`src/pmcm_pkg.sv`:
```
// Constants, encodings and carrier types of the power mode and clock manager
package pmcm_pkg;
    // Clock rates
    localparam int MCLK_HZ  = 20_000_000;
    localparam int HF_HZ    = 48_000_000;
    localparam int MF_HZ    = 2_000_000;
    localparam int LF_MHZ_X = 32_768_000;  // Low clock in millihertz
    localparam int MF_DIV   = MCLK_HZ / MF_HZ;
    localparam int DIV_W    = 4;

    // Register map, byte addresses
    localparam int        AW     = 5;
    localparam logic [4:0] A_CTRL = 5'h00;
    localparam logic [4:0] A_CLK  = 5'h04;
    localparam logic [4:0] A_STAT = 5'h08;
    localparam logic [4:0] A_WAKE = 5'h0C;
    localparam logic [4:0] A_PAD  = 5'h10;
    localparam logic [4:0] A_WDOG = 5'h14;

    // Control field positions
    localparam int F_REQ_LO = 0;
    localparam int F_GO     = 2;
    localparam int F_WD_EN  = 3;
    localparam int F_WD_KCK = 4;
    // Clock select field positions
    localparam int F_HF_X   = 0;
    localparam int F_LF_LO  = 1;
    localparam int F_LF_OUT = 3;
    localparam int F_RADIO  = 4;

    typedef enum logic [1:0] {M_ACT = 2'h0, M_IDLE = 2'h1, M_STBY = 2'h2, M_SHDN = 2'h3} mode_t;
    typedef enum logic [1:0] {C_POR = 2'h0, C_PIN = 2'h1, C_PADWAKE = 2'h2} cause_t;
    typedef enum logic [1:0] {LF_RC = 2'h0, LF_XTAL = 2'h1, LF_PAD = 2'h2} lf_src_t;
    // Gray along active, gate, standby, wake, back to active
    typedef enum logic [2:0] {
        S_ACT  = 3'h0,
        S_GATE = 3'h1,
        S_STBY = 3'h3,
        S_WAKE = 3'h2,
        S_IDLE = 3'h6,
        S_SHDN = 3'h7
    } state_t;

    // Clock source selection carried to the clock tree
    typedef struct packed {
        logic    hf_xtal;
        lf_src_t lf_src;
        logic    lf_out;
        logic    radio;
    } clk_cfg_t;

    localparam clk_cfg_t CLK_RST = '{hf_xtal: 1'b0, lf_src: LF_RC, lf_out: 1'b0, radio: 1'b0};
endpackage

```
`src/power_mode_clock_manager.sv`:
```
// Power mode sequencer, clock gating, pad latching and reset cause record
//
// The register offsets and the plain strobed port are this design's own decisions.
`timescale 1ns/100ps
`default_nettype none

module power_mode_clock_manager
    import pmcm_pkg::*;
#(
    parameter int NPAD = 8,
    parameter int WD_W = 16
) (
    // Clock and reset
    input  wire logic             mclk,
    input  wire logic             reset_n,
    input  wire logic             reset_pin_n,
    // Register port
    input  wire logic [AW-1:0]    addr,
    input  wire logic [31:0]      wdata,
    input  wire logic             wr_en,
    input  wire logic             rd_en,
    output logic      [31:0]      rdata,
    // Wake sources
    input  wire logic             irq_any,
    input  wire logic             rtc_event,
    input  wire logic             sc_event,
    input  wire logic             ext_wake,
    input  wire logic [NPAD-1:0]  pad_in,
    // Pads and power
    output logic      [NPAD-1:0]  pad_out,
    output logic                  pad_hold,
    output logic                  always_on_domain,
    output logic                  sc_power,
    output logic                  rtc_run,
    // Clock control
    output logic                  cpu_clk_en,
    output logic                  mem_clk_en,
    output logic                  periph_clk_en,
    output logic                  main_fast_clock_en,
    output logic                  medium_speed_clock_en,
    output logic                  low_freq_clock_en,
    output clk_cfg_t              clk_sel,
    output logic                  lf_pad_drive,
    output logic                  radio_en,
    output logic                  radio_timer_sync,
    output logic                  retain_restore,
    output logic [1:0]            mode
);
    typedef struct packed {
        state_t            st;
        mode_t             tgt;
        cause_t            cause;
        clk_cfg_t          clk;
        logic              wd_en;
        logic [WD_W-1:0]   wd_cnt;
        logic [NPAD-1:0]   wake_mask;
        logic [NPAD-1:0]   pad_val;
        logic [NPAD-1:0]   pad_lat;
        logic              hold;
        logic [DIV_W-1:0]  div;
        logic              tick;
        logic [NPAD-1:0]   pad_s1;
        logic [NPAD-1:0]   pad_s2;
        logic [2:0]        wk_s1;
        logic [2:0]        wk_s2;
        logic              rp_s1;
        logic              rp_s2;
        logic [31:0]       rdata;
        logic [8:0]        oen;
        logic              sync_p;
        logic              rest_p;
        logic [1:0]        mode_q;
        logic              lf_drv;
        logic              radio_q;
    } st_t;

    localparam logic [DIV_W-1:0] DIV_LAST = DIV_W'(MF_DIV - 1);
    // Enable bits from bit 0: cpu, mem, always-on, periph, fast, medium, low, rtc, controller
    localparam logic [8:0] OEN_ACT  = 9'h1FF;
    localparam logic [8:0] OEN_IDLE = 9'h1FC;
    // Standby keeps always-on, low clock, real-time clock and the controller
    localparam logic [8:0] OEN_STBY = 9'h1C4;

    st_t state_reg;
    st_t state_next;
    st_t st_rst;
    logic pad_wake;
    logic wk_any;

    // Power-on value; also the state after a pin or pad-wake reset
    always_comb begin
        st_rst        = '0;
        st_rst.st     = S_ACT;
        st_rst.tgt    = M_ACT;
        st_rst.cause  = C_POR;
        st_rst.clk    = CLK_RST;
        st_rst.oen    = OEN_ACT;
        st_rst.pad_s1 = '0;
        st_rst.rp_s1  = 1'b1;
        st_rst.rp_s2  = 1'b1;
    end

    // Shutdown wake compare uses the synchronised pad, never the first stage
    assign pad_wake = |((state_reg.pad_s2 ^ state_reg.pad_lat) & state_reg.wake_mask);
    assign wk_any   = |state_reg.wk_s2;

    always_comb begin
        state_next = state_reg;
        state_next.sync_p = 1'b0;
        state_next.rest_p = 1'b0;
        state_next.rdata  = '0;
        // Two-flop synchronisers for pins
        state_next.pad_s1 = pad_in;
        state_next.pad_s2 = state_reg.pad_s1;
        state_next.wk_s1  = {ext_wake, rtc_event, sc_event};
        state_next.wk_s2  = state_reg.wk_s1;
        state_next.rp_s1  = reset_pin_n;
        state_next.rp_s2  = state_reg.rp_s1;
        if (state_reg.wd_en && (state_reg.st == S_ACT || state_reg.st == S_IDLE)) begin
            state_next.wd_cnt = state_reg.wd_cnt + 1'b1;
        end
        // Register writes, only while the processor runs
        if (wr_en && state_reg.st == S_ACT) begin
            case (addr)
                A_CTRL: begin
                    state_next.wd_en = state_reg.wd_en | wdata[F_WD_EN];  // Cannot stop once on
                    if (wdata[F_WD_KCK]) begin
                        state_next.wd_cnt = '0;
                    end
                    if (wdata[F_GO]) begin
                        state_next.tgt = mode_t'(wdata[F_REQ_LO+:2]);
                        if (mode_t'(wdata[F_REQ_LO+:2]) == M_IDLE) begin
                            state_next.st = S_IDLE;
                        end else if (mode_t'(wdata[F_REQ_LO+:2]) != M_ACT) begin
                            state_next.st = S_GATE;
                        end
                    end
                end
                // Fast source RC or crystal; low source select
                A_CLK: begin
                    state_next.clk.hf_xtal = wdata[F_HF_X];
                    state_next.clk.radio   = wdata[F_RADIO];
                    if (wdata[F_LF_LO+:2] != 2'h3) begin
                        state_next.clk.lf_src = lf_src_t'(wdata[F_LF_LO+:2]);
                    end
                    state_next.clk.lf_out = wdata[F_LF_OUT];
                end
                A_WAKE: state_next.wake_mask = wdata[NPAD-1:0];
                A_PAD:  state_next.pad_val   = wdata[NPAD-1:0];
                default: begin
                end
            endcase
        end
        // Register reads, data valid the following cycle
        if (rd_en) begin
            case (addr)
                A_CTRL: state_next.rdata = {27'h0, 1'b0, state_reg.wd_en, 1'b0, state_reg.tgt};
                // Same bit layout as the write, not the carrier's packing order
                A_CLK:  state_next.rdata = {27'h0, state_reg.clk.radio, state_reg.clk.lf_out,
                                            state_reg.clk.lf_src, state_reg.clk.hf_xtal};
                A_STAT: state_next.rdata = {26'h0, radio_en, state_reg.cause, state_reg.st};
                A_WAKE: state_next.rdata = 32'(state_reg.wake_mask);
                A_PAD:  state_next.rdata = 32'(state_reg.pad_val);
                A_WDOG: state_next.rdata = 32'(state_reg.wd_cnt);
                default: state_next.rdata = '0;
            endcase
        end
        // Pads follow software value unless held
        if (!state_reg.hold) begin
            state_next.pad_lat = state_reg.pad_val;
        end
        // Power mode sequencer
        case (state_reg.st)
            S_ACT: begin
                // Gate on the request edge itself, so the first low-power cycle is already dark
                if (state_next.st == S_IDLE) begin
                    state_next.oen = OEN_IDLE;
                end else if (state_next.st == S_GATE) begin
                    state_next.oen  = OEN_IDLE;
                    state_next.hold = 1'b1;
                end else begin
                    state_next.oen  = OEN_ACT;
                    state_next.hold = 1'b0;
                end
            end
            // Processor and memory clocks gated; interrupt wakes
            S_IDLE: begin
                state_next.oen = OEN_IDLE;
                if (irq_any) begin
                    state_next.st  = S_ACT;
                    state_next.tgt = M_ACT;
                    state_next.oen = OEN_ACT;
                end
            end
            // Gate clocks and latch pads, then commit on a medium tick
            S_GATE: begin
                state_next.oen  = OEN_IDLE;
                // Latch takes the value present before entry
                state_next.hold = 1'b1;
                if (state_reg.tick) begin
                    if (state_reg.tgt == M_SHDN) begin
                        state_next.st  = S_SHDN;
                        state_next.oen = '0;
                    end else begin
                        // Only always-on, controller, low clock and real-time clock stay
                        state_next.st     = S_STBY;
                        state_next.oen    = OEN_STBY;
                        state_next.sync_p = 1'b1;
                    end
                end
            end
            // Pads stay held; only listed wake sources leave
            S_STBY: begin
                if (wk_any) begin
                    state_next.st = S_WAKE;
                end
            end
            // Restore retention and resume, with radio timer resync
            S_WAKE: begin
                if (state_reg.tick) begin
                    state_next.st     = S_ACT;
                    state_next.tgt    = M_ACT;
                    state_next.oen    = OEN_ACT;
                    state_next.hold   = 1'b0;
                    state_next.sync_p = 1'b1;
                    state_next.rest_p = 1'b1;
                end
            end
            // Wake pad change resets; all but pad latch and divider lost
            S_SHDN: begin
                if (pad_wake) begin
                    state_next         = st_rst;
                    state_next.cause   = C_PADWAKE;
                    state_next.pad_lat = state_reg.pad_lat;
                    state_next.pad_s1  = pad_in;
                end
            end
            default: state_next.st = S_ACT;
        endcase
        // Reset pin restarts the block and records itself
        if (!state_reg.rp_s2) begin
            state_next        = st_rst;
            state_next.cause  = C_PIN;
            state_next.rp_s1  = reset_pin_n;
            // Keep the pin synchroniser moving so its release is seen two edges later
            state_next.rp_s2  = state_reg.rp_s1;
            state_next.pad_s1 = pad_in;
        end
        // Medium clock enable pulse from divider; placed after the block resets
        // since the divider is clock infrastructure and its spacing must survive them
        state_next.tick = 1'b0;
        if (state_reg.div == DIV_LAST) begin
            state_next.div  = '0;
            state_next.tick = 1'b1;
        end else begin
            state_next.div = state_reg.div + 1'b1;
        end
        // Decodes taken from the next state, so these outputs leave flip-flops with no lag
        // Low clock to pad only from crystal or RC
        state_next.lf_drv  = state_next.clk.lf_out & (state_next.clk.lf_src != LF_PAD) & state_next.oen[6];
        // Radio only runs from the fast crystal
        state_next.radio_q = state_next.clk.radio & state_next.clk.hf_xtal & state_next.oen[4];
        case (state_next.st)
            S_IDLE:  state_next.mode_q = M_IDLE;
            S_STBY:  state_next.mode_q = M_STBY;
            S_SHDN:  state_next.mode_q = M_SHDN;
            default: state_next.mode_q = M_ACT;
        endcase
    end

    // Single state register; reset takes constants only
    always_ff @(posedge mclk or negedge reset_n) begin
        if (!reset_n) begin
            state_reg <= '{st: S_ACT, tgt: M_ACT, cause: C_POR, clk: CLK_RST, oen: OEN_ACT,
                           rp_s1: 1'b1, rp_s2: 1'b1, default: '0};
        end else begin
            state_reg <= state_next;
        end
    end

    // Outputs straight from the state register
    assign rdata                 = state_reg.rdata;
    assign pad_out               = state_reg.pad_lat;
    assign pad_hold              = state_reg.hold;
    assign cpu_clk_en            = state_reg.oen[0];
    assign mem_clk_en            = state_reg.oen[1];
    // Always-on stays up in standby, falls in shutdown
    assign always_on_domain      = state_reg.oen[2];
    assign periph_clk_en         = state_reg.oen[3];
    assign main_fast_clock_en    = state_reg.oen[4];
    // Medium clock has no source select, only an enable
    assign medium_speed_clock_en = state_reg.oen[5];
    assign low_freq_clock_en     = state_reg.oen[6];
    // Real-time clock runs everywhere but shutdown
    assign rtc_run               = state_reg.oen[7];
    assign sc_power              = state_reg.oen[8];
    assign clk_sel               = state_reg.clk;
    // Low clock to pad only from crystal or RC; radio needs crystal
    assign lf_pad_drive          = state_reg.lf_drv;
    assign radio_en              = state_reg.radio_q;
    assign radio_timer_sync      = state_reg.sync_p;
    assign retain_restore        = state_reg.rest_p;
    assign mode                  = state_reg.mode_q;
endmodule

`default_nettype wire

```
`config.mk`:
```
export PLATFORM = sky130hd
export DESIGN_NAME = power_mode_clock_manager
export DESIGN_NICKNAME = d
export VERILOG_FILES = /design/src/pmcm_pkg.sv /design/src/power_mode_clock_manager.sv
export SDC_FILE = /design/constraint.sdc
export NUM_CORES = 1
export LEC_CHECK = 0
export ABC_AREA = 1
export BUFFER_PORTS_ARGS = -buffer_cell sky130_fd_sc_hd__buf_2
export CORE_MARGIN = 5
export CORE_UTILIZATION = 59
export CTS_CLUSTER_SIZE = 40
export DETAILED_ROUTE_END_ITERATION = 8
export PLACE_DENSITY = 0.83
export SYNTH_ARGS = -nofsm -noshare
export SYNTH_HDL_FRONTEND = slang
export SYNTH_SLANG_ARGS = --single-unit
```
`constraint.sdc`:
```
create_clock -name mclk -period 2.2 [get_ports mclk]
set_input_delay 0.44 -clock mclk [delete_from_list [all_inputs] [get_ports mclk]]
set_output_delay 0.44 -clock mclk [all_outputs]
set_load 0.01 [all_outputs]
```
* After elaboration in Yosys (flattened, before gate mapping)
Index checks and enable logic that the tools add are counted.
** Word-level totals
- Register bits after elaboration :: 130
- Latch bits :: 0
- Memory bits (writable) :: 0
- Memory bits (read-only) :: 0
- Input port bits :: 54
- Output and inout port bits :: 61
- Logic and storage cells :: 122
- Memories :: 0
** Operators by class
- $add $sub $neg :: 2
- $mul :: 0
- Div/mod/pow operators :: 0
- Magnitude comparators :: 0
- Eq/ne operators :: 28
- Shift-type cells :: 0
- Multiplexer cells :: 45
- Bitwise gates (word level) :: 7
- Reduce and logical (&&, ||, !) cells :: 11
** Operators with widths (number)
- 130-bit 2-to-1 mux :: 2
- 16-bit one-hot mux with 6 select lines :: 1
- 61-bit 2-to-1 mux :: 1
- 16-bit 2-to-1 mux :: 3
- 48-bit 2-to-1 mux :: 1
- 9-bit one-hot mux with 5 select lines :: 1
- 38-bit 2-to-1 mux :: 1
- 5-bit 2-to-1 mux :: 6
- 8-bit 2-to-1 mux :: 3
- 3-bit one-hot mux with 6 select lines :: 1
- 17-bit 2-to-1 mux :: 1
- 16-bit by 1-bit adder with 16-bit output (second input constant) :: 1
- 3-bit equality test (second input constant) :: 5
- 3-bit 2-to-1 mux :: 5
- 3-bit != test (second input constant) :: 4
- 2-bit one-hot mux with 3 select lines :: 2
- 11-bit 2-to-1 mux :: 1
- 5-bit by 4-bit equality test with 1-bit output (second input constant) :: 2
- 5-bit equality test (second input constant) :: 2
- 10-bit 2-to-1 mux :: 1
- 3-bit by 2-bit equality test with 1-bit output (second input constant) :: 3
- 9-bit 2-to-1 mux :: 1
- 8-bit AND :: 1
- 2-bit 2-to-1 mux :: 4
- other kinds (28) :: 40

* Depth between registers and ports, before layout
Gate-level depths: netlist (run 1).
- Depth after elaboration :: 14
- Mapped depth :: 11
- Mapped depth without buffers :: 11

* Worst setup path before layout (run 1)
OpenSTA, ideal clock, no wires.
- Path kind :: input to register
- Start :: in addr[1]
- End :: reg state_reg[91] (netlist bit)
- Arrival :: 1.395 ns
- Data required time :: 2.080 ns
- Setup slack :: 0.685 ns
- Cell stages on the path :: 7
- Cells stage by stage :: nor2_4 nand3_1 nor2_2 buf_2 nor2_1 a21oi_1 nor2_1
** RTL lines
- start: declaration :: line power_mode_clock_manager.sv:18 : input wire logic [AW-1:0] addr,
- end signal: assignment :: line power_mode_clock_manager.sv:274 : state_reg <= '{st: S_ACT, tgt: M_ACT, cause: C_POR, clk: CLK_RST, oen: OEN_ACT,
- end signal: assignment :: line power_mode_clock_manager.sv:277 : state_reg <= state_next;
- end: declaration :: line power_mode_clock_manager.sv:84 : st_t state_reg;

* Worst setup path after layout (run 1)
- Start :: reg state_reg, in the netlist pad_out[6]
- End :: reg state_reg, in the netlist pad_out[0]
** On the way
- Word-level cells in the longest chain between the ends :: 4
** Ends and longest elaborated chain
- 8-bit XOR :: line power_mode_clock_manager.sv:104 : assign pad_wake = |((state_reg.pad_s2 ^ state_reg.pad_lat) & state_reg.wake_mask);
- 8-bit AND :: line power_mode_clock_manager.sv:104
- 8-bit OR reduction :: line power_mode_clock_manager.sv:104
- 3-bit != test (no source line)
Every way passes these cells.
A chain may end at the register's enable or synchronous reset.

==> results of run 1 <==
area by class of cell:
cell class                      instances  area (sq um)  share of cell area [%]
Sequential cell                       110          2760                    46.4
Multi-Input combinational cell        415          2010                    33.8
Timing Repair Buffer                   85           480                    8.07
Inverter                               94           353                    5.93
Tap cell                              111           139                    2.33
Clock buffer                           10           128                    2.14
Clock inverter                          6          80.1                    1.35
cell families after synthesis:
family,count (synthesis),synth area share [%]
AOI/OAI and AO/OA,93,9.58
xor gates and xnor gates,12,1.91
adders and majority gates,1,0.227
buffers and inverters,158,14.4
DFF,110,50.1
muxes,1,0.182
other,1,0.0680
and+or+nand+nor,292,23.5
per-stage QoR:
stage	total power, mW	std cells	area, sq um	worst slack [ps]	utilization (%)
after floorplan	2.34	683	5570	685	-
after global placement	2.45	815	5740	350	62.8
after detailed placement	2.46	815	5740	303	62.8
after CTS	3.73	831	5950	305	65.0
after global routing	3.85	831	5950	81.8	65.0
final	3.71	831	5950	297	65.0
path summary, 6_finish.rpt:
check / cells after the start / end / startpoint
min in group mclk: 1 / state_reg[69]$_DFF_PN0_ / pad_in[6]
hold / removal: 2 / state_reg[69]$_DFF_PN0_ / reset_n
setup / recovery: 10 / pad_out[0]$_DFFE_PN0P_ / pad_out[6]$_DFFE_PN0P_
setup reg to reg: 10 / pad_out[0]$_DFFE_PN0P_ / pad_out[6]$_DFFE_PN0P_
hold reg to reg: 2 / state_reg[49]$_DFF_PN0_ / state_reg[52]$_DFF_PN0_
max in group asynchronous: 2 / radio_timer_sync$_DFF_PN0_ / reset_n
worst reg2reg max path, stage by stage (launching register included):
cell	delay, ps
dfrtp_1	420
inv_1	90
nand2_1	70
nand3_1	90
o21ai_0	80
nor2_1	190
nand2_2	140
nand2_4	140
nand2_4	150
buf_12	220
o21ai_0	220
metal layers:
layer	GRT usage [%]	vias up	wire length [um]
li1	-	2135	-
met1	30.0	2127	5310
met2	40.2	182	6400
met3	4.39	23	886
met4	7.03	0	254
met5	0	-	0
power by group:
part	switching [mW]	leakage (nW)	internal, mW
clock	0.740	0.106	0.549
combinational	0.222	1.39	0.0968
sequential	0.0294	1.47	2.07
total	0.992	2.97	2.71
placed cells by master (no fill, tap or decap), drive strengths merged:
master	netlist	routed
a21boi	2	2
o21ai	36	36
o21bai	1	1
bufinv	0	1
inv	93	95
dfstp	7	7
dfrtp	103	103
mux2i	1	1
o211ai	1	1
nand2	126	126
a22oi	1	1
nor3	12	12
a21oi	32	32
clkbuf	4	10
or2	2	2
a41oi	2	2
ha	1	1
nand3b	3	3
a221oi	1	1
buf	60	85
nand3	30	30
conb	1	16
and2	1	1
nor2	107	107
xnor2	2	2
o2111ai	1	1
nor4	5	5
xor2	10	10
o22ai	13	13
clkinv	1	4
nor3b	1	1
nand4	5	5
a211oi	3	3
==> flow_summary.yaml, run 1 <==
detailed_routing:
  post-route-drc-count: 0
  via_per_inst: 5.38
  wirelength_um: 12900
  ant_nets: 0
  dr.pass1.iters: 5
  via_count: 4467
  drtIter0Drc: 344
  avgRoutedWirePerCell_um: 15.5
pwr:
  power.density_nw_per_um2: 623
  p_leak_nw: 2.97
  ir_worst_vdd_uv: 357
sta:
  rsz0062_at_grt: "no"
  fin_crit_sh_pct: 86.5
  holdWs_ps: 67.2
  fmaxAchievable_mhz: 525
  finClkSkew_ps: 18.6
  hold_viol_final: 0
  tightest_slew_ps: 594
  drv_slew: 0
  min_period_ps: 1900
  finalSetupViolCount: 0
  setup_tns_ps: 0
  slew_headroom_pct: 60.4
cts:
  tritoncts: "done"
  cts.sinks: 110
  clock_latency_ps: 400
  htree_levels: 3
  numCtsBuffers: 9
  cts-root-buf: "clkbuf_8"
  cts_resized: 0
  clockBufferDepth: 2
  clk_pin_slew_ps: 110
  postCtsSetupBuffers: 0
  hold_buffers: 0
logic_synthesis:
  synth_seq_area_share_pct: 50.1
  yosysTopAreaCellShare_pct: 46.8
  yosys_register_bits: 110
  syn_area_sq_um: 5510
  ys_top_cells_by_area: "dfrtp_1, nand2_1, buf_4"
  synth_cell_types: 44
  synth_area_leader_cell: "dfrtp_1"
  yosysWarnings: 0
  synthFlopType: "dfrtp_1"
  async_flop_share_pct: 100
  synth_common_cells: "nand2_1, dfrtp_1, nor2_1"
  yosysMostFrequentCell: "nand2_1"
  synth.avg_cell_area_sq_um: 8.25
  syn_inst: 668
  synth-edff-count: 0
layout:
  nFillCells: 774
  layout-drive-gt1-share_pct: 18.3
  largest_reg_flops: 69
  antenna_cells: 0
  areaGrowthSynthToFinish_pct: 7.99
  nNetsFinal: 770
flow_run:
  cap_violations: 0
global_routing:
  antenna_found_initial: 0
  grt_usage_pct: 23.3
  grt_max_degree: 111
  grt_pass1_wl_um: 21000
  grt-ovfl-total: 0
  grt_pass1_vias: 4373
floorplanning:
  io-pin-count: 115
  core_sq_um: 9150
  start_util_pct: 60.2
  rows: 35
  die-area_sq_um: 11400
  dieWidth_um: 107
  die_h_um: 107
worst_setup_path:
  path_buf_inv: 2
  crit_chain: "inv_1 > nand2_1 > nand3_1 > o21ai_0 > nor2_1 > nand2_2 > nand2_4 > nand2_4 > buf_12 > o21ai_0"
  r2r_slack_ps: 300
  cpLargestDelayFamily: "simple AND/OR/NAND/NOR gates"
  end_kind: "flip-flop"
  crit_required_ps: 2500
  crit_arrival_ps: 2210
  worstPathMaxFanout: 39
  crit_type: "reg -> reg"
  slowest_stage: "dfrtp_1"
  crit_path_start_kind: "flip-flop"
  slowest_delay_ps: 420
placement:
  gp_routability_congestion: 0.971
  dp_hpwl_um: 9410
  numPortBuffers: 74
min_path:
  worstHoldPathType: "in -> async"
status:
  status: "finished, final reports clean"
(Power assumes the default switching activity.)
==> run 2: changes to the inputs <==
--- a/config.mk
+++ b/config.mk
@@ -8,10 +8,10 @@
 export ABC_AREA = 1
 export BUFFER_PORTS_ARGS = -buffer_cell sky130_fd_sc_hd__buf_2
 export CORE_MARGIN = 5
-export CORE_UTILIZATION = 59
+export CORE_UTILIZATION = 50
 export CTS_CLUSTER_SIZE = 40
 export DETAILED_ROUTE_END_ITERATION = 8
-export PLACE_DENSITY = 0.83
+export PLACE_DENSITY = 0.75
 export SYNTH_ARGS = -nofsm -noshare
 export SYNTH_HDL_FRONTEND = slang
 export SYNTH_SLANG_ARGS = --single-unit
==> constraint.sdc (replaced) <==
create_clock -name mclk -period 1.7 [get_ports mclk]
set_input_delay 0.34 -clock mclk [delete_from_list [all_inputs] [get_ports mclk]]
set_output_delay 0.34 -clock mclk [all_outputs]
set_load 0.01 [all_outputs]
==> flow_summary.yaml, run 2 (synthesis results as in run 1) <==
status:
  status: "finished, final reports clean"
pwr:
  internal_power_mw: 3.57
  ir_worst_vdd_uv: 539
  power_frac_comb_pct: 10.7
  p_seq_share_pct: 55.4
  switchingPower_mw: 1.32
  p_leak_nw: 3.27
  power.density_nw_per_um2: 732
  p_clk_share_pct: 33.9
  p_sw_share_pct: 27.0
placement:
  gp_routability_congestion: 0.890
  numPortBuffers: 74
  dp_hpwl_um: 9590
floorplanning:
  start_util_pct: 50.8
  dieWidth_um: 115
  core_sq_um: 10800
  die-area_sq_um: 13200
  io-pin-count: 115
  die_h_um: 115
  rows: 38
global_routing:
  grt_pass1_wl_um: 21300
  grt_usage_pct: 20.4
  grt-ovfl-total: 0
  grt_pass1_vias: 4485
  antenna_found_initial: 0
  grt_max_degree: 111
layout:
  nNetsFinal: 821
  layout_common_cells: "nand2_1, dfrtp_1, nor2_1"
  areaGrowthSynthToFinish_pct: 21.1
  largest_reg_flops: 69
  nFillCells: 940
  final_common_cell: "nand2_1"
  antenna_cells: 0
  layout-drive-gt1-share_pct: 30.1
detailed_routing:
  ant_nets: 0
  avgRoutedWirePerCell_um: 15.1
  via_count: 4743
  via_per_inst: 5.21
  post-route-drc-count: 0
  dr.pass1.iters: 5
  wirelength_um: 13800
  drtIter0Drc: 349
cts:
  clock_latency_ps: 380
  hold_buffers: 0
  cts.sinks: 110
  htree_levels: 3
  numCtsBuffers: 9
  tritoncts: "done"
  cts-root-buf: "clkbuf_8"
  clockBufferDepth: 2
  clk_pin_slew_ps: 110
worst_setup_path:
  crit_required_ps: 2000
  crit_arrival_ps: 1980
  crit_path_start_kind: "flip-flop"
  end_kind: "flip-flop"
  reg2reg_depth: 10
  worstPathMaxFanout: 17
  r2r_start: "pad_out[7]$_DFFE_PN0P_"
  r2r_slack_ps: 20
  rr_endpoint: "pad_out[1]$_DFFE_PN0P_"
  crit_type: "reg -> reg"
sta:
  min_period_ps: 1680
  hold_viol_final: 0
  tightest_slew_ps: 571
  finClkSkew_ps: 11.7
  fmaxAchievable_mhz: 597
  rsz0062_at_grt: "yes"
  holdWs_ps: 8.07
  finalSetupViolCount: 0
  drv_slew: 0
  slew_headroom_pct: 61.9
  fin_crit_sh_pct: 98.6
  setup_tns_ps: 0
flow_run:
  cap_violations: 0
min_path:
  worstHoldPathType: "in -> async"
-- run 2: cell types whose count changed in the layout (fill, tap and decap cells not counted), sizes merged --
| cell | change |
|---|---|
| nand2 | +1 |
| buf | +49 |
| clkinv | +1 |
-- run 2: area by class of cell --
| cell class | count | area (sq um) | share of cell area, % |
|---|---|---|---|
| multi-input combinational | 416 | 2260 | 33.9 |
| tap | 140 | 175 | 2.63 |
| sequential | 110 | 2760 | 41.4 |
| clock inverter | 7 | 81.3 | 1.22 |
| clock buffer | 9 | 124 | 1.86 |
| inverter | 94 | 363 | 5.44 |
| timing repair buffer | 135 | 906 | 13.6 |
-- run 2: through the flow --
step	setup WS [ps]	util, %	power [mW]	instance area [sq um]	instances
finish	23.8	61.6	4.89	6670	911
global route	-58.9	61.6	5.11	6670	911
CTS	-14.0	58.6	4.87	6350	901
detailed placement	-85.2	56.0	3.22	6070	882
global placement	-15.6	56.0	3.21	6070	882
floorplan	199	-	3.03	5570	683
-- run 2: how the worst max path moves through the flow --
| stage | start | endpoint |
|---|---|---|
| 2_1_floorplan | state_reg[101]$_DFF_PN0_ | state_reg[111]$_DFF_PN0_ |
| 3_3_place_gp | state_reg[128]$_DFF_PN0_ | pad_out[6]$_DFFE_PN0P_ |
| 3_5_place_dp | state_reg[128]$_DFF_PN0_ | pad_out[0]$_DFFE_PN0P_ |
| 4_1_cts | pad_out[6]$_DFFE_PN0P_ | pad_out[1]$_DFFE_PN0P_ |
| 5_1_grt | state_reg[127]$_DFF_PN0_ | state_reg[116]$_DFF_PN0_ |
| 6_report | pad_out[7]$_DFFE_PN0P_ | pad_out[1]$_DFFE_PN0P_ |
-- run 2: layer usage --
metal	track usage (%)	wire length, um	share of wire, %
met5	0	0	0
met4	4.93	146	1.1
met3	4.37	1060	7.7
met2	34.4	6970	51
met1	27.0	5610	41
-- run 2: worst max-delay path, stage by stage (launching register included) --
cell and delay (ps):
dfrtp_1 410, inv_1 80, nand2_1 60, nand3_1 70, nand2_1 90, nor2_2 150, nand2_2 130, nand2_8 160
nand2_8 110, buf_16 190, o21ai_1 140
-- run 2: power by group through the flow --
stage | sequential, mW | combinational [mW] | clock, mW
2_1_floorplan | 2.76 | 0.265 | 0
3_3_place_gp | 2.76 | 0.457 | 0
3_5_place_dp | 2.76 | 0.464 | 0
4_1_cts | 2.71 | 0.472 | 1.69
5_1_grt | 2.72 | 0.581 | 1.81
6_report | 2.71 | 0.523 | 1.65
-- run 2: timing repair --
action,in CTS,in global routing
cloned,0,3
setup endpoints to repair,27,88
buffers inserted,3,7
gates resized for setup,12,71
pin swaps,5,30
